**config.mk**
```make
export PLATFORM = sky130hd
export DESIGN_NAME = ctir_regs
export DESIGN_NICKNAME = d
export VERILOG_FILES = /design/src/rtl/ctir_pkg.sv /design/src/rtl/ctir_claim_store.sv /design/src/rtl/ctir_regs.sv
export SDC_FILE = /design/constraint.sdc
export NUM_CORES = 1
export LEC_CHECK = 0
export BUFFER_PORTS_ARGS = -buffer_cell sky130_fd_sc_hd__buf_4
export CAP_MARGIN = 25
export CORE_MARGIN = 2
export CORE_UTILIZATION = 34
export CTS_CLUSTER_DIAMETER = 150
export DETAILED_ROUTE_END_ITERATION = 10
export GPL_TIMING_DRIVEN = 0
export PLACE_DENSITY = 0.8
export SETUP_SLACK_MARGIN = 0.1
export SLEW_MARGIN = 15
export SYNTH_ARGS = -nofsm -noshare
export SYNTH_HDL_FRONTEND = slang
export SYNTH_SLANG_ARGS = --single-unit
```
**constraint.sdc**
```tcl
create_clock -name I_CLK -period 1.6 [get_ports I_CLK]
set_clock_uncertainty 0.2 [all_clocks]
set_input_delay 0.48 -clock I_CLK [delete_from_list [all_inputs] [get_ports I_CLK]]
set_output_delay 0.48 -clock I_CLK [all_outputs]
set_load 0.03 [all_outputs]
```
**src/rtl/ctir_pkg.sv**
```systemverilog
// constants for the claim tag and integration register group
package ctir_pkg;

  localparam int          ADDR_W         = 12;
  localparam int          DATA_W         = 32;
  localparam int          CLAIM_BITS     = 2;
  localparam int          PERM_INPUTS    = 4;

  // register byte offsets
  localparam logic [11:0] INTEG_CTRL_OFS = 12'h0f00;
  localparam logic [11:0] CLAIM_SET_OFS  = 12'h0fa0;
  localparam logic [11:0] CLAIM_CLR_OFS  = 12'h0fa4;
  localparam logic [11:0] PERM_STAT_OFS  = 12'h0fb8;

  // field positions and reset values
  localparam int          INTEG_MODE_BIT = 0;
  localparam logic        INTEG_MODE_RST = 1'b0;
  localparam logic [1:0]  CLAIM_RST      = 2'h0;
  localparam logic [31:0] CLAIM_SET_READ = 32'h0000_0003;
  localparam int          PERM_FIELD_W   = 2;
  localparam int          PERM_HID_LSB   = 8;
  localparam int          PERM_HYP_NONINVASIVE_DEBUG_STATE_LSB  = 10;
  localparam int          PERM_USED_BITS = 12;

  // permission field encodings
  localparam logic [1:0]  PERM_ABSENT    = 2'h0;
  localparam logic [1:0]  PERM_DISABLED  = 2'h2;
  localparam logic [1:0]  PERM_ENABLED   = 2'h3;

  typedef enum logic [2:0] {
    SEL_NONE  = 3'b000,
    SEL_INTEG = 3'b001,
    SEL_CSET  = 3'b010,
    SEL_CCLR  = 3'b011,
    SEL_PERM  = 3'b100
  } ctir_sel_t;

endpackage

```
**src/rtl/ctir_claim_store.sv**
```systemverilog
// claim tag storage with separate set and clear masks
`timescale 1ns/1ps
module ctir_claim_store #(
  parameter int WIDTH = 2
) (
  input  wire logic             i_clk,
  input  wire logic             i_rst,
  input  wire logic [WIDTH-1:0] i_set_mask,
  input  wire logic [WIDTH-1:0] i_clr_mask,
  output logic      [WIDTH-1:0] o_tag
);

  logic [WIDTH-1:0] tag_q;
  logic [WIDTH-1:0] tag_d;

  // set applied after clear, so a set never gets lost
  always_comb begin
    tag_d = (tag_q & ~i_clr_mask) | i_set_mask;
  end

  always_ff @(posedge i_clk) begin
    if (i_rst) begin
      tag_q <= WIDTH'(ctir_pkg::CLAIM_RST);
    end else begin
      tag_q <= tag_d;
    end
  end

  assign o_tag = tag_q;

endmodule

```
**src/rtl/ctir_regs.sv**
```systemverilog
// claim tag, integration control and debug permission registers
`timescale 1ns/1ps
module ctir_regs #(
  parameter int CLAIM_W = ctir_pkg::CLAIM_BITS
) (
  input  wire logic        I_CLK,
  input  wire logic        I_SYS_RST,
  input  wire logic        I_WB_CYC,
  input  wire logic        I_WB_STB,
  input  wire logic        I_WB_WE,
  input  wire logic [11:0] I_WB_ADR,
  input  wire logic [3:0]  I_WB_SEL,
  input  wire logic [31:0] I_WB_DAT,
  output logic      [31:0] O_WB_DAT,
  output logic             O_WB_ACK,
  input  wire logic        I_INV_DBG_EN,
  input  wire logic        I_NONINV_DBG_EN,
  input  wire logic        I_SEC_INV_DBG_EN,
  input  wire logic        I_SEC_NONINV_DBG_EN,
  output logic             O_INTEG_MODE_ON
);

  ////////////////////////////////////////////////////////////////////////////
  // decode helpers

  function automatic ctir_pkg::ctir_sel_t decode(input logic [11:0] adr);
    ctir_pkg::ctir_sel_t sel;
    sel = ctir_pkg::SEL_NONE;
    if (adr == ctir_pkg::INTEG_CTRL_OFS) begin
      sel = ctir_pkg::SEL_INTEG;
    end else if (adr == ctir_pkg::CLAIM_SET_OFS) begin
      sel = ctir_pkg::SEL_CSET;
    end else if (adr == ctir_pkg::CLAIM_CLR_OFS) begin
      sel = ctir_pkg::SEL_CCLR;
    end else if (adr == ctir_pkg::PERM_STAT_OFS) begin
      sel = ctir_pkg::SEL_PERM;
    end
    return sel;
  endfunction

  // one enable level per field: disabled or enabled
  function automatic logic [1:0] perm_field(input logic en);
    return en ? ctir_pkg::PERM_ENABLED : ctir_pkg::PERM_DISABLED;
  endfunction

  // permission status image from the synchronised inputs
  function automatic logic [31:0] perm_image(input logic [3:0] en);
    logic [31:0] img;
    img = 32'h0000_0000;
    for (int k = 0; k < ctir_pkg::PERM_INPUTS; k++) begin
      img[k*ctir_pkg::PERM_FIELD_W +: ctir_pkg::PERM_FIELD_W] =
        perm_field(en[k]);
    end
    img[ctir_pkg::PERM_HID_LSB +: ctir_pkg::PERM_FIELD_W] =
      ctir_pkg::PERM_ABSENT;
    img[ctir_pkg::PERM_HYP_NONINVASIVE_DEBUG_STATE_LSB +: ctir_pkg::PERM_FIELD_W] =
      ctir_pkg::PERM_ABSENT;
    return img;
  endfunction

  ////////////////////////////////////////////////////////////////////////////
  // permission input synchronisers

  logic [3:0] perm_raw;
  logic [3:0] sync1_q;
  logic [3:0] sync2_q;

  assign perm_raw = {I_SEC_NONINV_DBG_EN, I_SEC_INV_DBG_EN,
                     I_NONINV_DBG_EN, I_INV_DBG_EN};

  generate
    for (genvar g = 0; g < ctir_pkg::PERM_INPUTS; g++) begin : g_sync
      always_ff @(posedge I_CLK) begin
        if (I_SYS_RST) begin
          sync1_q[g] <= 1'b0;
          sync2_q[g] <= 1'b0;
        end else begin
          sync1_q[g] <= perm_raw[g];
          sync2_q[g] <= sync1_q[g];
        end
      end
    end
  endgenerate

  ////////////////////////////////////////////////////////////////////////////
  // wishbone slave

  ctir_pkg::ctir_sel_t sel;
  logic                req;
  logic                wr_fire;
  logic                ack_q;
  logic                ack_d;
  logic [31:0]         rdat_q;
  logic [31:0]         rdat_d;
  logic                integ_q;
  logic                integ_d;
  logic [CLAIM_W-1:0]  set_mask;
  logic [CLAIM_W-1:0]  clr_mask;
  logic [CLAIM_W-1:0]  claim_tag;

  assign sel = decode(I_WB_ADR);
  assign req = I_WB_CYC & I_WB_STB;
  // write lands on the edge where the master sees ack; all fields in lane 0
  assign wr_fire = req & I_WB_WE & ack_q & I_WB_SEL[0];

  // ack one cycle after the request, dropped the cycle after
  always_comb begin
    ack_d  = req & ~ack_q;
    rdat_d = rdat_q;
    if (req & ~ack_q) begin
      // unmapped reads answer zero, never an error
      rdat_d = 32'h0000_0000;
      if (!I_WB_WE) begin
        if (sel == ctir_pkg::SEL_INTEG) begin
          rdat_d[ctir_pkg::INTEG_MODE_BIT] = integ_q;
        end else if (sel == ctir_pkg::SEL_CSET) begin
          rdat_d = ctir_pkg::CLAIM_SET_READ;
        end else if (sel == ctir_pkg::SEL_CCLR) begin
          rdat_d[CLAIM_W-1:0] = claim_tag;
        end else if (sel == ctir_pkg::SEL_PERM) begin
          rdat_d = perm_image(sync2_q);
        end
      end
    end
  end

  always_ff @(posedge I_CLK) begin
    if (I_SYS_RST) begin
      ack_q  <= 1'b0;
      rdat_q <= 32'h0000_0000;
    end else begin
      ack_q  <= ack_d;
      rdat_q <= rdat_d;
    end
  end

  assign O_WB_ACK = ack_q;
  assign O_WB_DAT = rdat_q;

  ////////////////////////////////////////////////////////////////////////////
  // integration control and claim tag

  always_comb begin
    integ_d  = integ_q;
    set_mask = '0;
    clr_mask = '0;
    // permission status and upper bits have no write path at all
    if (wr_fire) begin
      if (sel == ctir_pkg::SEL_INTEG) begin
        integ_d = I_WB_DAT[ctir_pkg::INTEG_MODE_BIT];
      end else if (sel == ctir_pkg::SEL_CSET) begin
        set_mask = I_WB_DAT[CLAIM_W-1:0];
      end else if (sel == ctir_pkg::SEL_CCLR) begin
        clr_mask = I_WB_DAT[CLAIM_W-1:0];
      end
    end
  end

  always_ff @(posedge I_CLK) begin
    if (I_SYS_RST) begin
      integ_q <= ctir_pkg::INTEG_MODE_RST;
    end else begin
      integ_q <= integ_d;
    end
  end

  assign O_INTEG_MODE_ON = integ_q;

  // tag is only readable; nothing else in the block looks at it
  ctir_claim_store #(
    .WIDTH      (CLAIM_W)
  ) ctir_claim_store_i (
    .i_clk      (I_CLK),
    .i_rst      (I_SYS_RST),
    .i_set_mask (set_mask),
    .i_clr_mask (clr_mask),
    .o_tag      (claim_tag)
  );

  ////////////////////////////////////////////////////////////////////////////
  // assertions

  logic        rd_ack;
  logic        wr_at_ack;
  logic [31:0] perm_now;

  assign rd_ack    = ack_q & req & ~I_WB_WE;
  assign wr_at_ack = ack_q & req & I_WB_WE & I_WB_SEL[0];
  assign perm_now  = perm_image(sync2_q);

  ack_single_a: assert property (
    @(posedge I_CLK) disable iff (I_SYS_RST)
    (req & ~ack_q) |=> ack_q ##1 !ack_q)
    else $error("ack not one cycle after request");

  integ_write_a: assert property (
    @(posedge I_CLK) disable iff (I_SYS_RST)
    (wr_at_ack && I_WB_ADR == ctir_pkg::INTEG_CTRL_OFS)
    |=> O_INTEG_MODE_ON == $past(I_WB_DAT[0]))
    else $error("integration mode bit not written");

  claim_set_a: assert property (
    @(posedge I_CLK) disable iff (I_SYS_RST)
    (wr_at_ack && I_WB_ADR == ctir_pkg::CLAIM_SET_OFS)
    |=> claim_tag == ($past(claim_tag) | $past(I_WB_DAT[1:0])))
    else $error("claim set write wrong");

  set_read_a: assert property (
    @(posedge I_CLK) disable iff (I_SYS_RST)
    (rd_ack && I_WB_ADR == ctir_pkg::CLAIM_SET_OFS)
    |-> O_WB_DAT == 32'h0000_0003)
    else $error("claim set read not three");

  claim_clr_a: assert property (
    @(posedge I_CLK) disable iff (I_SYS_RST)
    (wr_at_ack && I_WB_ADR == ctir_pkg::CLAIM_CLR_OFS)
    |=> claim_tag == ($past(claim_tag) & ~$past(I_WB_DAT[1:0])))
    else $error("claim clear write wrong");

  clr_read_a: assert property (
    @(posedge I_CLK) disable iff (I_SYS_RST)
    (rd_ack && I_WB_ADR == ctir_pkg::CLAIM_CLR_OFS)
    |-> O_WB_DAT == {30'h0000_0000, claim_tag})
    else $error("claim clear read not tag");

  claim_reset_a: assert property (
    @(posedge I_CLK)
    I_SYS_RST |=> claim_tag == 2'h0 && !O_WB_ACK)
    else $error("claim tag not zero after reset");

  integ_stable_a: assert property (
    @(posedge I_CLK) disable iff (I_SYS_RST)
    !(wr_at_ack && I_WB_ADR == ctir_pkg::INTEG_CTRL_OFS)
    |=> $stable(O_INTEG_MODE_ON))
    else $error("integration mode changed without write");

  perm_live_a: assert property (
    @(posedge I_CLK) disable iff (I_SYS_RST)
    (rd_ack && I_WB_ADR == ctir_pkg::PERM_STAT_OFS)
    |-> O_WB_DAT[7:0] == $past(perm_now[7:0]))
    else $error("permission fields not live");

  hyp_noninvasive_debug_state_zero_a: assert property (
    @(posedge I_CLK) disable iff (I_SYS_RST)
    (rd_ack && I_WB_ADR == ctir_pkg::PERM_STAT_OFS)
    |-> O_WB_DAT[11:10] == 2'h0)
    else $error("hypervisor field not zero");

  perm_reserved_a: assert property (
    @(posedge I_CLK) disable iff (I_SYS_RST)
    (rd_ack && I_WB_ADR == ctir_pkg::PERM_STAT_OFS)
    |-> O_WB_DAT[31:12] == 20'h0_0000)
    else $error("reserved permission bits set");

  ro_write_a: assert property (
    @(posedge I_CLK) disable iff (I_SYS_RST)
    (wr_at_ack && I_WB_ADR == ctir_pkg::PERM_STAT_OFS)
    |=> $stable(claim_tag) && $stable(O_INTEG_MODE_ON) && !O_WB_ACK)
    else $error("read-only write had an effect");

  lane_off_a: assert property (
    @(posedge I_CLK) disable iff (I_SYS_RST)
    (ack_q && req && I_WB_WE && !I_WB_SEL[0])
    |=> $stable(claim_tag) && $stable(O_INTEG_MODE_ON))
    else $error("write without lane 0 had an effect");

  hid_zero_a: assert property (
    @(posedge I_CLK) disable iff (I_SYS_RST)
    (rd_ack && I_WB_ADR == ctir_pkg::PERM_STAT_OFS)
    |-> O_WB_DAT[9:8] == 2'h0)
    else $error("hypervisor invasive field not zero");

  unmapped_zero_a: assert property (
    @(posedge I_CLK) disable iff (I_SYS_RST)
    (rd_ack && sel == ctir_pkg::SEL_NONE)
    |-> O_WB_DAT == 32'h0000_0000)
    else $error("unmapped read not zero");

  cov_set_c: cover property (
    @(posedge I_CLK) disable iff (I_SYS_RST)
    wr_at_ack && I_WB_ADR == ctir_pkg::CLAIM_SET_OFS);

  cov_clr_c: cover property (
    @(posedge I_CLK) disable iff (I_SYS_RST)
    wr_at_ack && I_WB_ADR == ctir_pkg::CLAIM_CLR_OFS && claim_tag != 2'h0);

  cov_perm_c: cover property (
    @(posedge I_CLK) disable iff (I_SYS_RST)
    rd_ack && I_WB_ADR == ctir_pkg::PERM_STAT_OFS);

  cov_integ_c: cover property (
    @(posedge I_CLK) disable iff (I_SYS_RST)
    $rose(O_INTEG_MODE_ON));

endmodule

```
; Word-level counts from Yosys, hierarchy flattened
; Cells that the tools add are included.
[totals]
ff_bits = 44
output_inout_bits = 34
word_cells = 52
[op_classes]
eq_ne = 8
n_mux = 22
n_bitwise = 9
reduce_logical = 1
[ops]
columns = op, count
row1 = 2-to-1 mux 32 bit, 2
row2 = equality test 12 bit (second input constant), 4
row3 = 2-to-1 mux 31 bit, 1
row4 = 2-to-1 mux 2 bit, 8
row5 = 2-to-1 mux 3 bit, 4
row6 = 2-to-1 mux 8 bit, 1
row7 = equality test 3 x 2 -> 1 bit (second input constant), 2
row8 = 2-to-1 mux 6 bit, 1
row9 = bitwise AND 1 bit, 5
row10 = 2-to-1 mux 1 bit, 5
row11 = equality test 3 x 1 -> 1 bit (second input constant), 1
row12 = equality test 3 bit (second input constant), 1
row13 = bitwise AND 2 bit, 1
row14 = NOT 2 bit, 1
row15 = bitwise OR 2 bit, 1
row16 = AND reduction 2 bit, 1
row17 = NOT 1 bit, 1

; Depth between registers and ports, before layout
; Gate-level depths: netlist of the first run.
[depth]
ltp_word = 13
depth_mapped = 4
ltp_nobuf = 4

; Modules after synthesis
; Synthesis of the first run repeated with hierarchy kept, for this count alone.
[unflattened]
cells_unflattened = 107
area_unflattened_um2 = 982.2
[modules_own_cells]
columns = mod, n_inst, cells_per_inst, area_per_inst_um2, seq_area_each_um2
row1 = ctir_regs, 1, 99, 912.1, 320.3
row2 = ctir_claim_store, 1, 8, 70.1, 40.0

; Least setup slack after synthesis of the first run
; No wires, ideal clock.
[synth_path]
path_type = input to register
from = input I_WB_ADR[0]
to = register integ_q (netlist: O_INTEG_MODE_ON)
arrival_time_ns = 1.205
setup_slack_ns = 0.094
path_stages = 3
path_cell_list = and4bb_2 > nand4_2 > o41ai_1
[synth_between]
elab_chain_len = 7
[synth_rtl]
columns = element, line_no
row1 = "start, declared", ctir_regs.sv:11  ; input wire logic [11:0] I_WB_ADR,
row2 = equality test 12 bit, ctir_regs.sv:35  ; end else if (adr == ctir_pkg::PERM_STAT_OFS) begin
row3 = 2-to-1 mux 3 bit, ctir_regs.sv:35
row4 = 2-to-1 mux 3 bit, ctir_regs.sv:33  ; end else if (adr == ctir_pkg::CLAIM_CLR_OFS) begin
row5 = 2-to-1 mux 3 bit, ctir_regs.sv:31  ; end else if (adr == ctir_pkg::CLAIM_SET_OFS) begin
row6 = 2-to-1 mux 3 bit (*), ctir_regs.sv:29  ; if (adr == ctir_pkg::INTEG_CTRL_OFS) begin
row7 = equality test 3 x 1 -> 1 bit (*), ctir_regs.sv:149  ; if (sel == ctir_pkg::SEL_INTEG) begin
row8 = AND reduction 2 bit (no line) (*), n/a
row9 = "end signal, assigned", ctir_regs.sv:161  ; integ_q <= ctir_pkg::INTEG_MODE_RST;
row10 = "end signal, assigned", ctir_regs.sv:163  ; integ_q <= integ_d;
row11 = "end, declared", ctir_regs.sv:95  ; logic integ_q;
; Mark *: on every way between the ends. The rest lies on a longest branch, timed or not.
; A chain may end at the register's enable or synchronous reset.

; Worst setup path after layout of the first run
[layout_path]
from = register rdat_q[5] (netlist: O_WB_DAT[5])
to = output O_WB_DAT[5]
[layout_lines]
columns = element, line_no
row1 = "start, declared", ctir_regs.sv:93  ; logic [31:0] rdat_q;
row2 = "start signal, assigned", ctir_regs.sv:133  ; rdat_q <= rdat_d;
row3 = "end, declared", ctir_regs.sv:14  ; output logic [31:0] O_WB_DAT,
; No word-level cell between the ends.

==> impl_summary.txt, run 1 <==
----------------------------------------------------
[Synthesis]
  Warnings, synthesis ... 0
  Sequential area share after synthesis ... 0.366
  Cell area after synthesis ... between 900 and 1000 um2
  Syn Area/Cell ... 9.75 um2
  Distinct cell type count after synthesis ... 33
  Seq cells post-synth ... 18
  Post-Syn Instances ... around 100

[STA]
  Fin crit share ... 0.998
  Setup repair after global routing missed its margin ... true
  Final setup fails ... 0
  Number of failing hold endpoints at the final stage ... 0
  Highest achievable clock rate ... 626 MHz
  Time the final worst path needs with I/O delays and setup ... 1600 ps
  Final count of pins violating max slew ... 0

[Placed design]
  HPWL reported at the end of detailed placement ... 1530 um
  GPL Wtd Cong ... 0.709
  Placed Area ... between 1000 and 1500 um2
  Buffers on Ports ... 33
  Total placed cells including tap cells ... about 190

[Clock tree]
  H-Tree Level Count ... 1
  Clock slew at the register clock pins of the worst setup and hold paths ... 100 ps
  Clock buffer count from CTS ... 3
  Max Buffers Root-to-Sink ... 2
  CTS root buf ... sky130_fd_sc_hd__clkbuf_4
  Clock Latency Late Sink ... around 300 ps
  Hold bufs inserted after CTS ... 0
  TritonCTS clock tree ... yes
  Clock sinks ... 18

[Global routing]
  Maximum number of pins on one net before global-route repair ... 11
  Vias in the first global route ... 713
  Global routing usage summed across all routing layers ... 0.119
  Total gr overflow ... 0
  Number of antenna violations at the first check in global routing ... 0
  First-pass GRT wire length ... between 3000 and 4000 um

[Die]
  Die width ... roughly 58 um
  Floorplan core area ... between 2000 and 3000 um2
  Starting utilization of the core area ... 0.357
  Number of rows in the core area ... 19
  Die height ... just under 60 um
  I/O pin count ... 91
  Total Die Area ... around 3300 um2

[Routing]
  Aggregate routed wire length ... about 1900 um
  Post-route ant nets ... 0
  WL per Instance ... between 9 and 10 um
  Vias per Instance ... about 4.2
  DR DRC count ... 0
  TritonRoute pass-1 iters ... 4
  Iteration-0 DRC count of the detailed router ... 4
  Total number of vias ... slightly above 800

[Power and ir drop]
  Worst ir drop on vdd ... 0.000487 V
  Total power divided by cell area ... approximately 650 nW/um2
  Reported leakage power ... between 0.7 and 0.8 nW
  Power Total ... between 0.9 and 1 mW

[Layout]
  Commonest non-fill, non-tap cell in the layout ... sky130_fd_sc_hd__buf_4
  Top library cells by usage in the layout, fill and taps aside ... 49 x sky130_fd_sc_hd__buf_4, 24 x sky130_fd_sc_hd__conb_1, 11 x sky130_fd_sc_hd__buf_6
  Area of all placed cells without fillers ... between 1000 and 1500 um2
  Proportion of layout cells with a drive suffix above 1 ... 0.506
  Final net count ... 220
  Final Core Density ... 0.531
  Count of antenna diodes in the layout ... 0
  Area added between synthesis and finish ... 48.8%
  Fin cells ... 193

[Worst hold path]
  HP Start ... I_SYS_RST
  Worst hold path type ... input pin to flip-flop

[Critical path]
  R2r startpoint ... O_WB_ACK$_SDFF_PP0_
  Kind of start point of the critical path ... flip-flop
  CP endpoint kind ... primary output
  Maximum fanout encountered on the critical timing path ... 4
  Crit path from ... O_WB_DAT[5]$_SDFFE_PP0P_
  Arrival time at the worst endpoint ... approximately 900 ps
  WP data required ... a little over 900 ps
  Kind of critical path ... flip-flop to primary output

[Outcome]
  Outcome ... completed

[Job]
  Max capacitance violation total ... 0

----------------------------------------------------
==> cell usage after synthesis <==
| cell type | n | area [um2] |
|---|---|---|
| sky130_fd_sc_hd__nand4_2 | 1 | 12.5 |
| sky130_fd_sc_hd__nand4b_1 | 2 | 17.5 |
| sky130_fd_sc_hd__and2_1 | 3 | 18.8 |
| sky130_fd_sc_hd__clkbuf_1 | 1 | 3.75 |
| sky130_fd_sc_hd__dfxtp_1 | 18 | 360 |
| sky130_fd_sc_hd__o2bb2ai_1 | 2 | 17.5 |
| sky130_fd_sc_hd__nor2b_1 | 8 | 50.1 |
| sky130_fd_sc_hd__nand3_2 | 1 | 10.0 |
| sky130_fd_sc_hd__o21bai_1 | 1 | 7.51 |
| sky130_fd_sc_hd__a21oi_1 | 4 | 20.0 |
| sky130_fd_sc_hd__a22o_1 | 3 | 26.3 |
| sky130_fd_sc_hd__and3b_1 | 1 | 8.76 |
| sky130_fd_sc_hd__and2_4 | 1 | 8.76 |
| sky130_fd_sc_hd__nand2_2 | 1 | 6.26 |
| sky130_fd_sc_hd__nor3_2 | 1 | 10.0 |
| sky130_fd_sc_hd__o21ai_1 | 2 | 10.0 |
| sky130_fd_sc_hd__o41ai_1 | 1 | 8.76 |
| sky130_fd_sc_hd__nand4_1 | 2 | 12.5 |
| sky130_fd_sc_hd__o21a_1 | 1 | 7.51 |
| sky130_fd_sc_hd__nand3_1 | 2 | 10.0 |
| sky130_fd_sc_hd__nand2b_1 | 1 | 6.26 |
| sky130_fd_sc_hd__and4bb_1 | 2 | 25.0 |
| sky130_fd_sc_hd__a221oi_2 | 1 | 15.0 |
| sky130_fd_sc_hd__and2b_1 | 1 | 7.51 |
| sky130_fd_sc_hd__conb_1 | 1 | 3.75 |
| sky130_fd_sc_hd__buf_4 | 26 | 195 |
| sky130_fd_sc_hd__and4bb_2 | 1 | 12.5 |
| sky130_fd_sc_hd__nand2_1 | 1 | 3.75 |
| sky130_fd_sc_hd__nor4_4 | 2 | 42.5 |
| sky130_fd_sc_hd__o21ai_0 | 2 | 10.0 |
| sky130_fd_sc_hd__inv_1 | 2 | 7.51 |
| sky130_fd_sc_hd__and4_1 | 2 | 17.5 |
| sky130_fd_sc_hd__nor2_1 | 3 | 11.3 |
==> registers in the layout, indices dropped and copies added, names as in the netlist <==
signal / count
sync1_q: 4
O_WB_ACK: 1
ctir_claim_store_i.o_tag: 2
sync2_q: 4
O_WB_DAT: 6
O_INTEG_MODE_ON: 1
==> routing by layer <==
layer	vias to the layer above	routed length [um]	track usage
li1	428	-	-
met1	339	692	0.135
met2	47	892	0.209
met3	3	233	0.0379
met4	0	36	0.0399
met5	-	0	0
==> where the power goes <==
part / leakage, nW / switching [mW] / internal, mW
clock: 0.0210 / 0.144 / 0.139
sequential: 0.151 / 0.00353 / 0.455
combinational: 0.550 / 0.123 / 0.0943
total: 0.722 / 0.271 / 0.689
==> metrics by stage <==
step | setup WS, ps | hold WS (ps) | setup TNS (ps)
6_report | 3.28 | 168 | 0
5_1_grt | -29.5 | 169 | -53.2
4_1_cts | 9.47 | 168 | 0
3_5_place_dp | -126 | 220 | -713
3_3_place_gp | -113 | 223 | -568
2_1_floorplan | 94.1 | 214 | 0
==> cell families (layout without fill, tap and decap cells) <==
logic type | count (synthesis) | after routing | synth area share
other | 1 | 24 | 0.00381
buffers and inverters | 29 | 67 | 0.210
flip-flops | 18 | 18 | 0.366
AND/OR/NAND/NOR | 36 | 36 | 0.296
AO/OA/AOI/OAI | 17 | 17 | 0.125
==> critical path, stage by stage (launching register included) <==
cell	delay, ps
sky130_fd_sc_hd__dfxtp_4	370
sky130_fd_sc_hd__buf_6	110
sky130_fd_sc_hd__buf_6	120
==> area by class of cell <==
type	count	area [um2]
buffer	27	206
clock buffer	4	36.3
fill	245	1290
inverter	2	7.51
multi-input combinational	77	512
sequential	18	375
tap	31	38.8
timing repair buffer	34	289
==> worst paths after layout <==
| path | end | slack, ps | depth (start not counted) |
|---|---|---|---|
| worst min-delay path | sync2_q[3]$_SDFF_PP0_ | 170 | 2 |
| worst min register to register | sync2_q[1]$_SDFF_PP0_ | 240 | 1 |
| worst max register to register | O_WB_DAT[2]$_SDFFE_PP0P_ | 200 | 4 |
| worst max-delay path | O_WB_DAT[5] | 3 | 2 |
==> timing repair <==
item,4_1_cts,5_1_grt
setup buffers,0,1
gates resized for setup,13,9
endpoints found under the setup margin,8,11
(Power assumes the default switching activity.)
==> run 2, diff against run 1 <==
--- a/config.mk
+++ b/config.mk
@@ -5,7 +5,7 @@
 export SDC_FILE = /design/constraint.sdc
 export NUM_CORES = 1
 export LEC_CHECK = 0
-export BUFFER_PORTS_ARGS = -buffer_cell sky130_fd_sc_hd__buf_4
+export BUFFER_PORTS_ARGS = -buffer_cell sky130_fd_sc_hd__clkbuf_2
 export CAP_MARGIN = 25
 export CORE_MARGIN = 2
 export CORE_UTILIZATION = 34
==> impl_summary.txt, run 2 (same netlist as run 1, synthesis figures left out) <==
----------------------------------------------------
[Critical path]
  Cell family contributing the most delay on the critical path ... flip-flops
  Critical path cell sequence ... buf_6, buf_8
  Arrival time at the worst endpoint ... approximately 900 ps
  Maximum fanout encountered on the critical timing path ... 4
  CP endpoint kind ... primary output
  WP data required ... about 920 ps
  CP Buf/Inv Count ... 2
  Kind of start point of the critical path ... flip-flop
  Worst-path cell with the longest stage delay ... sky130_fd_sc_hd__dfxtp_4
  Largest stage delay, worst path ... 370 ps
  Kind of critical path ... flip-flop to primary output

[Placed design]
  Setup slack after placement ... -88.6 ps
  Buffers on Ports ... 33
  Total placed cells including tap cells ... 188
  HPWL reported at the end of detailed placement ... 1440 um
  Placed Area ... 1270 um2
  GPL Wtd Cong ... 0.739

[Global routing]
  Number of antenna violations at the first check in global routing ... 0
  Maximum number of pins on one net before global-route repair ... 11
  Total gr overflow ... 0
  First-pass GRT wire length ... 3010 um
  Vias in the first global route ... about 750
  Global routing usage summed across all routing layers ... 0.115

[Clock tree]
  Clock slew at the register clock pins of the worst setup and hold paths ... 90 ps
  Hold bufs inserted after CTS ... 0
  Clock buffer count from CTS ... 3
  Clock Latency Late Sink ... about 290 ps
  Max Buffers Root-to-Sink ... 2
  TritonCTS clock tree ... yes
  Clock sinks ... 18
  CTS root buf ... sky130_fd_sc_hd__clkbuf_4
  H-Tree Level Count ... 1

[Layout]
  Flip-flop count of the largest register after layout ... 6
  Fin cells ... between 150 and 200
  Combined flip-flop and latch cell area ... 375 um2
  Area added between synthesis and finish ... 44.7%
  Final net count ... 219
  Top library cells by usage in the layout, fill and taps aside ... 24 x sky130_fd_sc_hd__buf_4, 24 x sky130_fd_sc_hd__conb_1, 23 x sky130_fd_sc_hd__clkbuf_2
  Area of all placed cells without fillers ... 1430 um2
  Proportion of layout cells with a drive suffix above 1 ... 0.497
  Number of inserted filler cells in the final layout ... ~270
  Count of antenna diodes in the layout ... 0
  Multi-input combinational cell area ... about 500 um2
  Final Core Density ... 0.517

[Power and ir drop]
  Power Total ... 0.931 mW
  Worst ir drop on vdd ... 0.000590 V
  Reported leakage power ... slightly above 0.7 nW
  Total power divided by cell area ... 653 nW/um2

[Worst hold path]
  Worst hold path type ... input pin to flip-flop

[Die]
  Die height ... 57.8 um
  I/O pin count ... between 90 and 100
  Number of rows in the core area ... 19
  Starting utilization of the core area ... 0.357
  Die width ... 57.8 um
  Total Die Area ... 3340 um2
  Floorplan core area ... approximately 2800 um2

[Routing]
  DR DRC count ... 0
  Total number of vias ... 800
  WL per Instance ... around 9.5 um
  TritonRoute pass-1 iters ... 4
  Aggregate routed wire length ... around 1800 um
  Post-route ant nets ... 0
  Iteration-0 DRC count of the detailed router ... 4
  Vias per Instance ... around 4.2

[Outcome]
  Outcome ... completed

[STA]
  Highest achievable clock rate ... around 630 MHz
  Final setup fails ... 0
  Final count of pins violating max slew ... 0
  Fin crit share ... 0.986
  Setup WS post-layout ... approximately 23 ps
  Number of failing hold endpoints at the final stage ... 0
  Time the final worst path needs with I/O delays and setup ... 1580 ps
  Setup repair after global routing missed its margin ... true

[Job]
  Max capacitance violation total ... 0

----------------------------------------------------
run 2: path summary, 6_finish.rpt:
check / slack, ps / startpoint / end / cells after the start
setup / recovery: 20 / O_WB_DAT[5]$_SDFFE_PP0P_ / O_WB_DAT[5] / 2
hold / removal: 190 / I_NONINV_DBG_EN / sync1_q[1]$_SDFF_PP0_ / 2
hold reg to reg: 240 / sync1_q[3]$_SDFF_PP0_ / sync2_q[3]$_SDFF_PP0_ / 1
setup reg to reg: 200 / O_WB_ACK$_SDFF_PP0_ / O_WB_DAT[6]$_SDFFE_PP0P_ / 4
run 2: power breakdown:
part	switching (mW)	internal, mW	leakage, nW	total, mW
registers	0.00334	0.455	0.151	0.459
logic	0.123	0.0791	0.532	0.202
clock network	0.132	0.139	0.0210	0.271
total	0.258	0.673	0.704	0.931
run 2: per-stage QoR:
stage	setup TNS, ps	hold slack, ps
after detailed placement	-511	220
after global routing	-38.3	195
after floorplan	0	214
final	0	193
after CTS	0	194
after global placement	-475	220
run 2: area by class of cell:
| type | count | share of cell area |
|---|---|---|
| buffer | 27 | 0.145 |
| clock buffer | 4 | 0.0255 |
| inverter | 2 | 0.00527 |
| multi-input combinational | 77 | 0.354 |
| sequential | 18 | 0.263 |
| tap | 31 | 0.0272 |
| timing repair buffer | 33 | 0.180 |
run 2: timing repair:
item,CTS,global route
hold endpoints to repair,0,0
pin swaps,0,2
cloned,0,0
buffers inserted,0,0
setup endpoints to repair,10,11
resized for setup,25,14
run 2: per-layer routing:
metal | global-route usage | routed length (um) | vias up
met2 | 0.213 | 900 | 48
li1 | - | - | 425
met3 | 0.0446 | 217 | 2
met5 | 0 | 0 | -
met4 | 0.0299 | 6 | 0
met1 | 0.120 | 701 | 325
==> run 3, diff against run 2 <==
--- a/config.mk
+++ b/config.mk
@@ -8,11 +8,11 @@
 export BUFFER_PORTS_ARGS = -buffer_cell sky130_fd_sc_hd__clkbuf_2
 export CAP_MARGIN = 25
 export CORE_MARGIN = 2
-export CORE_UTILIZATION = 34
+export CORE_UTILIZATION = 36
 export CTS_CLUSTER_DIAMETER = 150
 export DETAILED_ROUTE_END_ITERATION = 10
 export GPL_TIMING_DRIVEN = 0
-export PLACE_DENSITY = 0.8
+export PLACE_DENSITY = 0.77
 export SETUP_SLACK_MARGIN = 0.1
 export SLEW_MARGIN = 15
 export SYNTH_ARGS = -nofsm -noshare
==> impl_summary.txt, run 3 (same netlist as run 1, synthesis figures left out) <==
----------------------------------------------------
[Clock tree]
  Clock sinks ... 18
  Clock buffer count from CTS ... 3
  TritonCTS clock tree ... yes
  Max Buffers Root-to-Sink ... 2
  Hold bufs inserted after CTS ... 0
  H-Tree Level Count ... 1
  Clock slew at the register clock pins of the worst setup and hold paths ... between 100 and 150 ps
  Clock Latency Late Sink ... 290 ps
  CTS root buf ... sky130_fd_sc_hd__clkbuf_4

[Placed design]
  GPL Wtd Cong ... just under 0.8
  Total placed cells including tap cells ... about 190
  HPWL reported at the end of detailed placement ... roughly 1600 um
  Buffers on Ports ... 33

[Global routing]
  Global routing usage summed across all routing layers ... 0.135
  Vias in the first global route ... slightly below 800
  Maximum number of pins on one net before global-route repair ... 11
  Total gr overflow ... 0
  Number of antenna violations at the first check in global routing ... 0
  First-pass GRT wire length ... about 3400 um

[Layout]
  Proportion of layout cells with a drive suffix above 1 ... 0.509
  Flip-flop count of the largest register after layout ... 6
  Count of antenna diodes in the layout ... 0
  Area added between synthesis and finish ... 47.6%
  Commonest non-fill, non-tap cell in the layout ... sky130_fd_sc_hd__buf_4
  Final net count ... 223
  Number of inserted filler cells in the final layout ... ~230
  Fin cells ... about 200
  Top library cells by usage in the layout, fill and taps aside ... 28 x sky130_fd_sc_hd__buf_4, 24 x sky130_fd_sc_hd__conb_1, 23 x sky130_fd_sc_hd__clkbuf_2

[Power and ir drop]
  Total power divided by cell area ... approximately 650 nW/um2
  Reported leakage power ... 0.725 nW
  Worst ir drop on vdd ... 0.000496 V

[Worst hold path]
  Worst hold path type ... input pin to flip-flop

[Critical path]
  Critical path cell sequence ... buf_6, buf_8
  Maximum fanout encountered on the critical timing path ... 4
  CP endpoint kind ... primary output
  Largest stage delay, worst path ... about 380 ps
  WP data required ... just over 900 ps
  Arrival time at the worst endpoint ... around 910 ps
  Kind of start point of the critical path ... flip-flop
  Kind of critical path ... flip-flop to primary output
  Worst-path cell with the longest stage delay ... sky130_fd_sc_hd__dfxtp_4

[Routing]
  Iteration-0 DRC count of the detailed router ... 7
  DR DRC count ... 0
  Post-route ant nets ... 0
  TritonRoute pass-1 iters ... 4
  Vias per Instance ... about 4.4
  WL per Instance ... 10.7 um
  Total number of vias ... 863
  Aggregate routed wire length ... approximately 2100 um

[Die]
  Number of rows in the core area ... 18
  I/O pin count ... 91
  Die height ... 56.3 um
  Total Die Area ... between 3000 and 4000 um2
  Floorplan core area ... 2540 um2
  Starting utilization of the core area ... 0.387
  Die width ... between 50 and 60 um

[STA]
  Fin crit share ... 0.991
  Setup repair after global routing missed its margin ... true
  Final setup fails ... 0
  Time the final worst path needs with I/O delays and setup ... between 1500 and 2000 ps
  Final count of pins violating max slew ... 0
  Number of failing hold endpoints at the final stage ... 0
  Highest achievable clock rate ... ~630 MHz
  WHS ... between 150 and 200 ps

[Job]
  Max capacitance violation total ... 0

[Outcome]
  Outcome ... completed

----------------------------------------------------
run 3: cell types whose count changed in the layout (fill, tap and decap cells not counted), sizes merged:
cell	previous run	this run
buf	34	38
run 3: power breakdown:
part / internal (mW) / switching [mW]
Combinational: 0.0814 / 0.127
Sequential: 0.455 / 0.00349
Clock: 0.139 / 0.139
Total: 0.675 / 0.269
run 3: area by class of cell:
type                       count  area (um2)  area share
inverter                       2        7.51     0.00516
tap                           30        37.5      0.0258
multi-input combinational     77         504       0.347
clock buffer                   4        36.3      0.0250
sequential                    18         375       0.258
buffer                        27         206       0.142
timing repair buffer          37         287       0.197
run 3: metrics by stage:
step | setup slack, ps | setup TNS, ps | cell area [um2] | utilization | total power [mW]
floorplan | 94.1 | 0 | 1070 | - | 0.623
global route | -16.4 | -29.8 | 1450 | 0.571 | 0.988
detailed placement | -119 | -682 | 1270 | 0.500 | 0.671
CTS | 0.880 | 0 | 1420 | 0.557 | 0.948
finish | 13.9 | 0 | 1450 | 0.571 | 0.945
global placement | -77.1 | -443 | 1270 | 0.500 | 0.667
run 3: per-layer routing:
metal | global-route usage | routed length, um | vias to the layer above
met2 | 0.244 | 1020 | 48
met4 | 0.0510 | 11 | 0
met3 | 0.0438 | 245 | 2
met5 | 0 | 0 | -
met1 | 0.144 | 811 | 378
li1 | - | - | 435
run 3: path summary, 6_finish.rpt:
| kind | startpoint | to | slack [ps] | cells after the start |
|---|---|---|---|---|
| max | O_WB_DAT[5]$_SDFFE_PP0P_ | O_WB_DAT[7] | 10 | 2 |
| min reg2reg | sync1_q[0]$_SDFF_PP0_ | sync2_q[0]$_SDFF_PP0_ | 240 | 1 |
| min | I_INV_DBG_EN | sync1_q[0]$_SDFF_PP0_ | 190 | 2 |
| max reg2reg | O_WB_ACK$_SDFF_PP0_ | O_WB_DAT[2]$_SDFFE_PP0P_ | 140 | 4 |
run 3: critical path: cells and delay by family (launching register included):
family                 cells  cell delay (ps)
buffers and inverters      2              230
flip-flops                 1              380
run 3: timing repair:
item / in CTS / in global routing
endpoints found under the hold margin: 0 / 0
resized for setup: 29 / 10
pin swaps: 0 / 2
setup buffers: 1 / 3
endpoints found under the setup margin: 10 / 12
